### src/mbt_regs.svh
// constants of the request handler: codes, lengths, limits
`ifndef MBT_REGS_SVH
`define MBT_REGS_SVH
`define MBT_FC_LOOP 8'h08
`define MBT_FC_WMULT 8'h10
`define MBT_FC_EXC 8'h80
`define MBT_PROTO_ID 16'h0000
`define MBT_LEN_NORMAL 16'h0006
`define MBT_LEN_EXC 16'h0003
`define MBT_WMULT_OVH 16'h0007
`define MBT_HDR_BYTES 16'h0006
`define MBT_MIN_FRAME 8'h08
`define MBT_MAX_LEN 16'h0100
`define MBT_MAX_WORDS 16'h0020
`define MBT_WORD_LIMIT 17'h00190
`define MBT_UNIT_BCAST 8'h00
`define MBT_UNIT_MAX 8'h63
`define MBT_ERR_FUNC 8'h01
`define MBT_ERR_ADDR 8'h02
`define MBT_ERR_COUNT 8'h03
`define MBT_IDX_DATA 8'h0D
`define MBT_TX_NORMAL 4'hC
`define MBT_TX_EXC 4'h9
`endif

### src/mbt_pkg.sv
// types of the request handler
package mbt_pkg;
  typedef enum logic [1:0] {
    MBT_ST_RX = 2'h0,
    MBT_ST_DEC = 2'h1,
    MBT_ST_COMMIT = 2'h3,
    MBT_ST_SEND = 2'h2
  } mbt_state_t;
  typedef logic [15:0] mbt_word_t;
endpackage : mbt_pkg

### src/mbt_rsp_if.sv
// response descriptor passed from the handler to the byte sender
`timescale 1ns/10ps
interface mbt_rsp_if;
  logic start;
  logic exc;
  logic [15:0] tid;
  logic [7:0] unit;
  logic [7:0] fc;
  logic [15:0] w1;
  logic [15:0] w2;
  logic [7:0] ecode;
  logic done;
  modport src (output start, exc, tid, unit, fc, w1, w2, ecode, input done);
  modport snk (input start, exc, tid, unit, fc, w1, w2, ecode, output done);
endinterface : mbt_rsp_if

### src/mbt_tx.sv
// response byte sender: serialises header and answer onto the tx stream
`timescale 1ns/10ps
`include "mbt_regs.svh"
module mbt_tx import mbt_pkg::*; (
  input wire logic mclk,
  input wire logic rst,
  input wire logic conn_up,
  mbt_rsp_if.snk rsp,
  input wire logic tx_ready,
  output logic tx_valid,
  output logic [7:0] tx_data,
  output logic tx_last
);
  logic act_r;
  logic [3:0] bi_r;
  logic done_r;
  logic [3:0] nbytes;
  logic [7:0] byte_sel;
  logic can_load;
  logic end_hit;

  function automatic logic [7:0] pick(input logic [3:0] i, input logic e);
    logic [15:0] len;
    len = e ? `MBT_LEN_EXC : `MBT_LEN_NORMAL;
    case (i)
      4'h0: pick = rsp.tid[15:8];
      4'h1: pick = rsp.tid[7:0];
      4'h2: pick = 8'(`MBT_PROTO_ID >> 8);
      4'h3: pick = 8'(`MBT_PROTO_ID);
      4'h4: pick = len[15:8];
      4'h5: pick = len[7:0];
      4'h6: pick = rsp.unit;
      4'h7: pick = e ? (rsp.fc | `MBT_FC_EXC) : rsp.fc;
      4'h8: pick = e ? rsp.ecode : rsp.w1[15:8];
      4'h9: pick = rsp.w1[7:0];
      4'hA: pick = rsp.w2[15:8];
      4'hB: pick = rsp.w2[7:0];
      default: pick = 8'h00;
    endcase
  endfunction : pick

  // tid echoed, pid fixed zero, length six or three
  assign nbytes = rsp.exc ? `MBT_TX_EXC : `MBT_TX_NORMAL;
  // pick reads the descriptor directly; a plain assign would not wake on
  // those reads and could show a stale header byte
  always_comb byte_sel = pick(bi_r, rsp.exc);
  assign can_load = act_r && (bi_r != nbytes) && (!tx_valid || tx_ready);
  assign end_hit = tx_valid && tx_ready && tx_last;
  assign rsp.done = done_r;

  always_ff @(posedge mclk) begin
    if (rst || !conn_up) begin
      act_r <= 1'b0;
      bi_r <= 4'h0;
      tx_valid <= 1'b0;
      tx_data <= 8'h00;
      tx_last <= 1'b0;
      done_r <= rst ? 1'b0 : act_r; // a lost connection ends the answer
    end else begin
      done_r <= 1'b0;
      if (rsp.start) begin
        act_r <= 1'b1;
        bi_r <= 4'h0;
      end else if (end_hit) begin
        act_r <= 1'b0;
        tx_valid <= 1'b0;
        tx_last <= 1'b0;
        done_r <= 1'b1;
      end else if (can_load) begin
        tx_valid <= 1'b1;
        tx_data <= byte_sel;
        tx_last <= (bi_r == nbytes - 4'h1);
        bi_r <= bi_r + 4'h1;
      end
    end
  end
endmodule : mbt_tx

### src/mbt_handler.sv
// request handler: parses requests, writes holding words, starts answers
// Behaviour
// loopback echoes transaction id, length six, unit, zero word, payload.
// a multiple write covers at most thirty-two consecutive words.
// multiple write to unit zero is performed and never answered.
// host frames writes with code 10, length 2n+7, count n, bytes 2n.
// good write answers length six, code 10, start and count echoed.
// protocol id is zero; transaction id is copied back unchanged.
// addressed unit is 1 to 99 and is echoed in the answer.
// start field is the one-based word number minus one.
// a float spanning two words puts its low half first.
// bad PDU is not executed; exception with length three, code plus 80.
// error 01 unknown code, 02 word number range, 03 word count range.
// requests are dropped unanswered while no connection is up.
// requests with an inconsistent MBAP header are dropped silently.
// relayed requests to a failing serial station are dropped silently.
// host keeps a timeout since several failures give no answer.
// count above 32 or byte count not twice count gives error 03.
`timescale 1ns/10ps
`include "mbt_regs.svh"
module mbt_handler import mbt_pkg::*; (
  input wire logic mclk,
  input wire logic rst,
  input wire logic conn_up,
  input wire logic [7:0] local_unit,
  input wire logic gw_ok,
  input wire logic rx_valid,
  input wire logic [7:0] rx_data,
  input wire logic rx_last,
  output logic rx_ready,
  input wire logic tx_ready,
  output logic tx_valid,
  output logic [7:0] tx_data,
  output logic tx_last,
  output logic wr_en,
  output logic [15:0] wr_addr,
  output logic [15:0] wr_data
);
  mbt_rsp_if rsp ();

  mbt_state_t state_r;
  mbt_state_t state_nxt;
  logic [7:0] cnt_r;
  logic ovf_r;
  logic [15:0] tid_r;
  logic [15:0] pid_r;
  logic [15:0] len_r;
  logic [7:0] unit_r;
  logic [7:0] fc_r;
  logic [15:0] w1_r;
  logic [15:0] w2_r;
  logic [7:0] bc_r;
  logic [7:0] hi_r;
  mbt_word_t buf_r [32];
  logic [5:0] k_r;
  logic start_r;
  logic exc_r;
  logic [7:0] ecode_r;
  logic bcast_r;

  logic take;
  logic [7:0] didx;
  logic [6:0] wslot;
  logic buf_we;
  logic is_loop;
  logic is_wr;
  logic bcast;
  logic relayed;
  logic tot_ok;
  logic mbap_ok;
  logic len_ok;
  logic cnt_bad;
  logic addr_bad;
  logic pdu_ok;
  logic drop;
  logic [7:0] ecode_sel;
  logic commit_last;

  assign take = rx_ready && rx_valid && conn_up;
  assign didx = cnt_r - `MBT_IDX_DATA;
  assign wslot = didx[7:1];
  assign buf_we = take && (cnt_r >= `MBT_IDX_DATA) && didx[0]
    && (wslot < 7'h20);

  assign is_loop = (fc_r == `MBT_FC_LOOP);
  assign is_wr = (fc_r == `MBT_FC_WMULT);
  assign bcast = (unit_r == `MBT_UNIT_BCAST);
  assign relayed = !bcast && (unit_r != local_unit);
  // header must agree with the bytes actually received
  assign tot_ok = ({8'h00, cnt_r} == len_r + `MBT_HDR_BYTES);
  assign mbap_ok = (pid_r == `MBT_PROTO_ID) && !ovf_r
    && (cnt_r >= `MBT_MIN_FRAME) && (len_r < `MBT_MAX_LEN) && tot_ok;
  assign len_ok = is_loop ? (len_r == `MBT_LEN_NORMAL)
    : is_wr ? (len_r == {8'h00, bc_r} + `MBT_WMULT_OVH) : 1'b1;
  assign cnt_bad = (w2_r == 16'h0000) || (w2_r > `MBT_MAX_WORDS)
    || ({8'h00, bc_r} != {w2_r[14:0], 1'b0});
  assign addr_bad = ({1'b0, w1_r} + {1'b0, w2_r}) > `MBT_WORD_LIMIT;
  // a nonzero loopback sub-word is treated as an unsupported function
  assign ecode_sel = (!is_loop && !is_wr) ? `MBT_ERR_FUNC
    : is_loop ? ((w1_r != 16'h0000) ? `MBT_ERR_FUNC : 8'h00)
    : cnt_bad ? `MBT_ERR_COUNT : addr_bad ? `MBT_ERR_ADDR : 8'h00;
  assign pdu_ok = (ecode_sel == 8'h00);
  assign drop = !conn_up || !mbap_ok || !len_ok
    || (unit_r > `MBT_UNIT_MAX)
    || (relayed && !gw_ok)
    || (bcast && !(is_wr && pdu_ok));
  assign commit_last = ({10'h000, k_r} == w2_r - 16'h0001);

  always_comb begin
    state_nxt = state_r;
    case (state_r)
      MBT_ST_RX: if (take && rx_last) state_nxt = MBT_ST_DEC;
      MBT_ST_DEC: begin
        if (drop) state_nxt = MBT_ST_RX;
        else if (is_wr && pdu_ok) state_nxt = MBT_ST_COMMIT;
        else state_nxt = MBT_ST_SEND;
      end
      MBT_ST_COMMIT: begin
        if (commit_last) state_nxt = bcast_r ? MBT_ST_RX : MBT_ST_SEND;
      end
      MBT_ST_SEND: if (rsp.done) state_nxt = MBT_ST_RX;
      default: state_nxt = MBT_ST_RX;
    endcase
    if (!conn_up) state_nxt = MBT_ST_RX;
  end

  always_ff @(posedge mclk) begin
    if (rst) begin
      state_r <= MBT_ST_RX;
      rx_ready <= 1'b0;
      start_r <= 1'b0;
    end else begin
      state_r <= state_nxt;
      rx_ready <= (state_nxt == MBT_ST_RX) && conn_up;
      start_r <= (state_nxt == MBT_ST_SEND) && (state_r != MBT_ST_SEND);
    end
  end

  // byte counter: a partial frame is forgotten when the link drops
  always_ff @(posedge mclk) begin
    if (rst || !conn_up || state_r == MBT_ST_DEC) begin
      cnt_r <= 8'h00;
      ovf_r <= 1'b0;
    end else if (take) begin
      cnt_r <= (cnt_r == 8'hFF) ? cnt_r : cnt_r + 8'h01;
      ovf_r <= ovf_r || (cnt_r == 8'hFF);
    end
  end

  always_ff @(posedge mclk) begin
    if (rst) begin
      tid_r <= 16'h0000;
      pid_r <= 16'h0000;
      len_r <= 16'h0000;
      unit_r <= 8'h00;
      fc_r <= 8'h00;
      w1_r <= 16'h0000;
      w2_r <= 16'h0000;
      bc_r <= 8'h00;
      hi_r <= 8'h00;
    end else if (take) begin
      case (cnt_r)
        8'h00: tid_r[15:8] <= rx_data;
        8'h01: tid_r[7:0] <= rx_data;
        8'h02: pid_r[15:8] <= rx_data;
        8'h03: pid_r[7:0] <= rx_data;
        8'h04: len_r[15:8] <= rx_data;
        8'h05: len_r[7:0] <= rx_data;
        8'h06: unit_r <= rx_data;
        8'h07: fc_r <= rx_data;
        8'h08: w1_r[15:8] <= rx_data;
        8'h09: w1_r[7:0] <= rx_data;
        8'h0A: w2_r[15:8] <= rx_data;
        8'h0B: w2_r[7:0] <= rx_data;
        8'h0C: bc_r <= rx_data;
        default: hi_r <= rx_data;
      endcase
    end
  end

  // words are held until the whole frame is checked, so a bad frame
  // never reaches the holding words; costs 32 words of flip-flops
  for (genvar g = 0; g < 32; g++) begin : g_buf
    always_ff @(posedge mclk) begin
      if (rst) begin
        buf_r[g] <= 16'h0000;
      end else if (buf_we && wslot == 7'(g)) begin
        buf_r[g] <= {hi_r, rx_data};
      end
    end
  end

  always_ff @(posedge mclk) begin
    if (rst) begin
      exc_r <= 1'b0;
      ecode_r <= 8'h00;
      bcast_r <= 1'b0;
    end else if (state_r == MBT_ST_DEC) begin
      exc_r <= !pdu_ok;
      ecode_r <= ecode_sel;
      bcast_r <= bcast;
    end
  end

  // commit: one word per cycle at start field plus offset
  always_ff @(posedge mclk) begin
    if (rst) begin
      k_r <= 6'h00;
      wr_en <= 1'b0;
      wr_addr <= 16'h0000;
      wr_data <= 16'h0000;
    end else begin
      wr_en <= (state_r == MBT_ST_COMMIT) && conn_up;
      if (state_r == MBT_ST_COMMIT) begin
        wr_addr <= w1_r + {10'h000, k_r};
        wr_data <= buf_r[k_r[4:0]];
        k_r <= k_r + 6'h01;
      end else begin
        k_r <= 6'h00;
      end
    end
  end

  assign rsp.start = start_r;
  assign rsp.exc = exc_r;
  assign rsp.tid = tid_r;
  assign rsp.unit = unit_r;
  assign rsp.fc = fc_r;
  assign rsp.w1 = w1_r;
  assign rsp.w2 = w2_r;
  assign rsp.ecode = ecode_r;

  mbt_tx u_tx (
    .mclk(mclk),
    .rst(rst),
    .conn_up(conn_up),
    .rsp(rsp),
    .tx_ready(tx_ready),
    .tx_valid(tx_valid),
    .tx_data(tx_data),
    .tx_last(tx_last)
  );
endmodule : mbt_handler

### config.mk
export PLATFORM = sky130hd
export DESIGN_NAME = mbt_handler
export DESIGN_NICKNAME = d
export VERILOG_FILES = /design/src/mbt_pkg.sv /design/src/mbt_rsp_if.sv /design/src/mbt_tx.sv /design/src/mbt_handler.sv
export VERILOG_INCLUDE_DIRS = /design/src
export SDC_FILE = /design/constraint.sdc
export NUM_CORES = 1
export LEC_CHECK = 0
export BUFFER_PORTS_ARGS = -buffer_cell sky130_fd_sc_hd__buf_2
export CORE_MARGIN = 3
export CORE_UTILIZATION = 60
export CTS_BUF_LIST = sky130_fd_sc_hd__clkbuf_8
export CTS_CLUSTER_SIZE = 8
export DETAILED_ROUTE_END_ITERATION = 8
export HOLD_SLACK_MARGIN = 0.15
export PLACE_DENSITY = 0.87
export SYNTH_ARGS = -nofsm -noshare
export SYNTH_HDL_FRONTEND = slang
export SYNTH_SLANG_ARGS = --single-unit
export TNS_END_PERCENT = 20
### constraint.sdc
create_clock -name mclk -period 10.5 [get_ports mclk]
set_clock_uncertainty 0.1 [all_clocks]
set_input_delay 2.1 -clock mclk [delete_from_list [all_inputs] [get_ports mclk]]
set_output_delay 2.1 -clock mclk [all_outputs]
set_load 0.02 [all_outputs]
# After elaboration in Yosys (flattened, before gate mapping)
# Memories as Yosys holds them, arrays and structs flattened. A register that Yosys moved wholly into a read port is not among the register bits.
# Cells that the tools add are included.
[totals]
ram_bits = 512
output_inout_bits = 44
memories = 1
word_cells = 423
input_bits = 23
ff_bits = 174
[memory_table]
columns = ["name", "depth", "width", "read_ports", "rd_clocked_by_memory_dff", "wr", "line_no", "source"]
rows = [
  ["buf_r", 32, 16, 1, 1, 32, "mbt_handler.sv:54", "mbt_word_t buf_r [32];"],
]
[classes]
addsub = 10
magnitude_cmp = 7
bitwise = 37
n_mux = 160
reduce_logical = 109
n_eq_ne = 68
[op_table]
columns = ["op", "n"]
rows = [
  ["$mux 16", 32],
  ["$eq 7x5->1 const B", 16],
  ["$mux 1", 112],
  ["$pmux 8 s10", 1],
  ["$eq 7x4->1 const B", 8],
  ["$logic_and 1x1->1", 54],
  ["$eq 8x4->1 const B", 6],
  ["$reduce_and 2->1", 17],
  ["$eq 8x3->1 const B", 4],
  ["$logic_not 16->1", 2],
  ["$or 1x1->1", 32],
  ["$eq 7x3->1 const B", 4],
  ["$logic_not 8->1", 3],
  ["$mux 2", 10],
  ["$add 16x16->17", 1],
  ["$gt 17x9->1 const B", 1],
  ["$add 16x3->16 const B", 1],
  ["$add 16x6->16", 1],
  ["$eq 16x3->1 const B", 1],
  ["$eq 16x9->1", 1],
  ["$eq 4x3->1 const B", 4],
  ["$eq 4x4->1 const B", 4],
  ["$eq 6x16->1", 1],
  ["$eq 8x16->1", 1],
  ["other kinds (40)", 74],
]

# Logic depth before layout (Yosys ltp)
[depth]
word_depth = 16
mapped_depth = 14

# Cells and area by module
# From an unflattened synthesis, not the netlist that was laid out.
[hier_totals]
cells_unflattened = 2771
hier_area_um2 = 33878.7
[modules_own_cells]
columns = ["module", "instances", "cells_per_inst", "area_each_um2"]
rows = [
  ["mbt_handler", 1, 2589, 32474.9],
  ["mbt_tx", 1, 182, 1403.8],
]

# Least setup slack after synthesis
# Ideal clock, no wire load.
[synth_path]
path_kind = "input to register"
startpoint = "input conn_up"
endpoint = "memory buf_r[13][0] in the netlist's numbering (enable)"
slack_ps = 5853
path_stages = 5
arrival_ps = 4136
required_ps = 9989
setup_ps = 411
path_buffers = 1
path_cell_list = "nand3_1 -> nor4_4 -> nand3b_2 -> buf_6 -> o21ai_0"
[synth_rtl]
columns = ["item", "line_no", "source"]
rows = [
  ["start: declaration", "mbt_handler.sv:24", "input wire logic conn_up,"],
  ["end: declaration", "mbt_handler.sv:54", ""],
]

==> results.yml <==
yosys:
  synth_cells: 2762
  synth_mux_area_frac: 0.118
  ys_top_cells_by_count: "and2_1, edfxtp_1, nand2_1"
  ys_async_sr_fraction: 0
  synth_nets: 2823
  synth_simple_gate_area_frac: 0.184
  syn_avg_cell_area_um2: 12.3
  yosysTopAreaCellShare: 0.453
  synthMostInstantiatedCell: "and2_1"
  synth-seq-cells: 696
  synth_compound_area_frac: 0.0682
  synth_xor_area_frac: 0.0194
  syn_area_um2: 33900
  synth-warning-count: 0
  yosysSeqAreaShare: 0.562
  synth_edf_count: 512
  synth_top_family_by_area: "simple AND/OR/NAND/NOR gates"
  synthAdderAreaFrac: 0.0145
  yosys.area.top_type: "edfxtp_1"
  synth_area_leaders: "edfxtp_1, dfxtp_1, mux4_2"
  yosysUniqueCellTypes: 90
  ys_dominant_reg_cell: "edfxtp_1"
clocking:
  numCtsBuffers: 107
  ctsResizeCount: 0
  path_clk_slew_ns: 0.06
  postCtsHoldBufs: 0
  tritoncts: "done"
  clk_latency_ns: 0.74
  cts_root_buf: "clkbuf_8"
  cts_num_sinks: 696
  clockBufferDepth: 3
  post-cts-setup-buffers: 0
  h-tree-depth: 3
route:
  ant_nets: 0
  wire_per_inst_um: 24.9
  routed_wl_mm: 88.7
  vias: 23200
  drtIter0Drc: 3033
  dr.pass1.iters: 9
  drc: 0
  vias_per_cell: 6.51
floorplan:
  num_rows: 86
  dieArea_um2: 59400
  start_util: 0.611
  die_h_um: 244
  die_width_um: 244
  core_area_um2: 55500
  io_pins: 67
timing:
  fin_crit_sh: 0.442
  slew_violations: 0
  fmax_mhz: 216
  setup_viol: 0
  finalHoldViolCount: 0
  fin_tns_setup_ns: 0
  final.setup.worst_slack_ns: 5.86
  slew_headroom: 0.0932
  tightestPinTransition_ns: 1.36
  rsz0062_at_grt: "false"
  period_minus_slack_ns: 4.64
min_path:
  hp-class: "reg2reg"
  min_path_cells: 2
  min-delay-start: "wr_addr[5]$_SDFFE_PP0N_"
  holdPathEnd: "wr_addr[5]$_SDFFE_PP0N_"
run_status:
  status: "completed"
placed_design:
  port_buffers: 66
  hpwlAfterDp_mm: 56.7
  gp_congestion: 0.925
  pre_cts_ws_ns: 5.50
critical_path:
  end_kind: "flop"
  rrSetupSlack_ns: 5.86
  cp_max_fo: 16
  timing.rr.end: "buf_r[16][9]$_SDFFCE_PN0P_"
  path_class: "reg2reg"
  worstPathRequired_ns: 10.95
  worst_setup_path_start_kind: "flop"
  r2r_start: "cnt_r[0]$_SDFFE_PP0P_"
  crit_arrival_ns: 5.09
  r2r_cells: 10
grt:
  grt_pass1_wl_mm: 136
  grt_max_degree: 103
  track_usage: 0.299
  grt_pass1_vias: 23200
  antenna_found_initial: 3
  overflow: 0
finish:
  fin_nets: 2800
  antenna_cells: 0
  drive_gt1_frac: 0.156
  areaGrowthSynthToFinish_pct: 7.28
power:
  p_leak_nw: 12.4
  p_per_area_nw_per_um2: 146
  vdd_ir_drop_max_mv: 0.0964
  total_power_w: 0.00531
run:
  cap_violations: 0
-- layer usage --
metal	track usage	wire, µm
met4	0.141	4160
met3	0.0597	9810
met1	0.386	31500
met5	0	40
met2	0.492	43300
-- worst max-delay path by stage --
| stage | from | endpoint | slack (ns) | cells past startpoint |
|---|---|---|---|---|
| floorplan | conn_up | buf_r[13][0]$_SDFFCE_PN0P_ | 5.85 | 5 |
| global placement | rst | buf_r[16][12]$_SDFFCE_PN0P_ | 5.62 | 7 |
| detailed placement | rst | buf_r[16][2]$_SDFFCE_PN0P_ | 5.50 | 7 |
| CTS | cnt_r[0]$_SDFFE_PP0P_ | buf_r[16][2]$_SDFFCE_PN0P_ | 5.98 | 10 |
| global route | cnt_r[0]$_SDFFE_PP0P_ | buf_r[16][6]$_SDFFCE_PN0P_ | 5.59 | 10 |
| finish | cnt_r[0]$_SDFFE_PP0P_ | buf_r[16][9]$_SDFFCE_PN0P_ | 5.86 | 10 |
-- where the power goes --
group	total, W	switching [W]	internal, W
clock	0.00205	0.00105	0.00100
sequential	0.00308	0.0000315	0.00304
combinational	0.000191	0.000132	0.0000591
-- cells in the final DEF, fill, tap and decap left out, types with 37 or more instances in the layout --
cell | netlist | routed
and2_1 | 522 | 521
nand2_1 | 186 | 186
mux4_2 | 160 | 160
clkbuf_8 | 0 | 115
nand3_1 | 122 | 122
buf_4 | 12 | 40
nor2_1 | 113 | 113
edfxtp_1 | 512 | 512
buf_2 | 11 | 65
xor2_1 | 38 | 38
a21oi_1 | 149 | 149
xnor2_1 | 37 | 37
inv_1 | 39 | 87
dfxtp_1 | 184 | 180
mux2i_1 | 39 | 39
-- kinds of logic after synthesis --
logic type | Yosys count
AND/OR/NAND/NOR | 1114
multiplexers | 200
adder cells (fa/ha/maj) | 38
AO/OA/AOI/OAI | 362
flip-flops | 696
XOR/XNOR | 75
buffers and inverters | 277
-- stage by stage --
stage / instance area (µm²) / cells / hold WS (ns) / util
finish: 36400 / 3562 / 0.348 / 0.655
global route: 36400 / 3562 / 0.384 / 0.655
CTS: 36400 / 3562 / 0.349 / 0.655
detailed placement: 34500 / 3378 / 0.341 / 0.621
global placement: 34500 / 3378 / 0.339 / 0.621
floorplan: 33900 / 2762 / 0.336 / -
-- worst max-delay path, stage by stage, from the launching register on --
cell and delay [ns]:
dfxtp_1 0.59, inv_1 0.16, ha_1 0.37, nand3b_1 0.30
a21bo_2 0.28, o32a_1 0.29, o32a_1 0.22, nor4_4 0.31
nand3_2 0.48, nor2_1 1.11, and2_1 0.25
-- area by class of cell --
cell class / instances / area (µm²)
repair buffers: 105 / 626
inverters: 40 / 150
flip-flops and latches: 696 / 19100
fillers: 3801 / 19100
clock inverters: 69 / 307
multi-input cells: 1789 / 13700
clock buffers: 115 / 1580
well taps: 748 / 936
-- sequential cells by signal, summed over array words and instances (netlist names), 4 cells and up --
| name | count |
|---|---|
| rsp.unit | 8 |
| rsp.tid | 16 |
| fc_r | 8 |
| hi_r | 8 |
| wr_addr | 16 |
| bc_r | 8 |
| cnt_r | 8 |
| rsp.w2 | 16 |
| u_tx.tx_data | 8 |
| rsp.w1 | 16 |
| wr_data | 16 |
| u_tx.bi_r | 4 |
| k_r | 6 |
| buf_r | 512 |
| pid_r | 16 |
| len_r | 16 |
(Power assumes the default switching activity.)
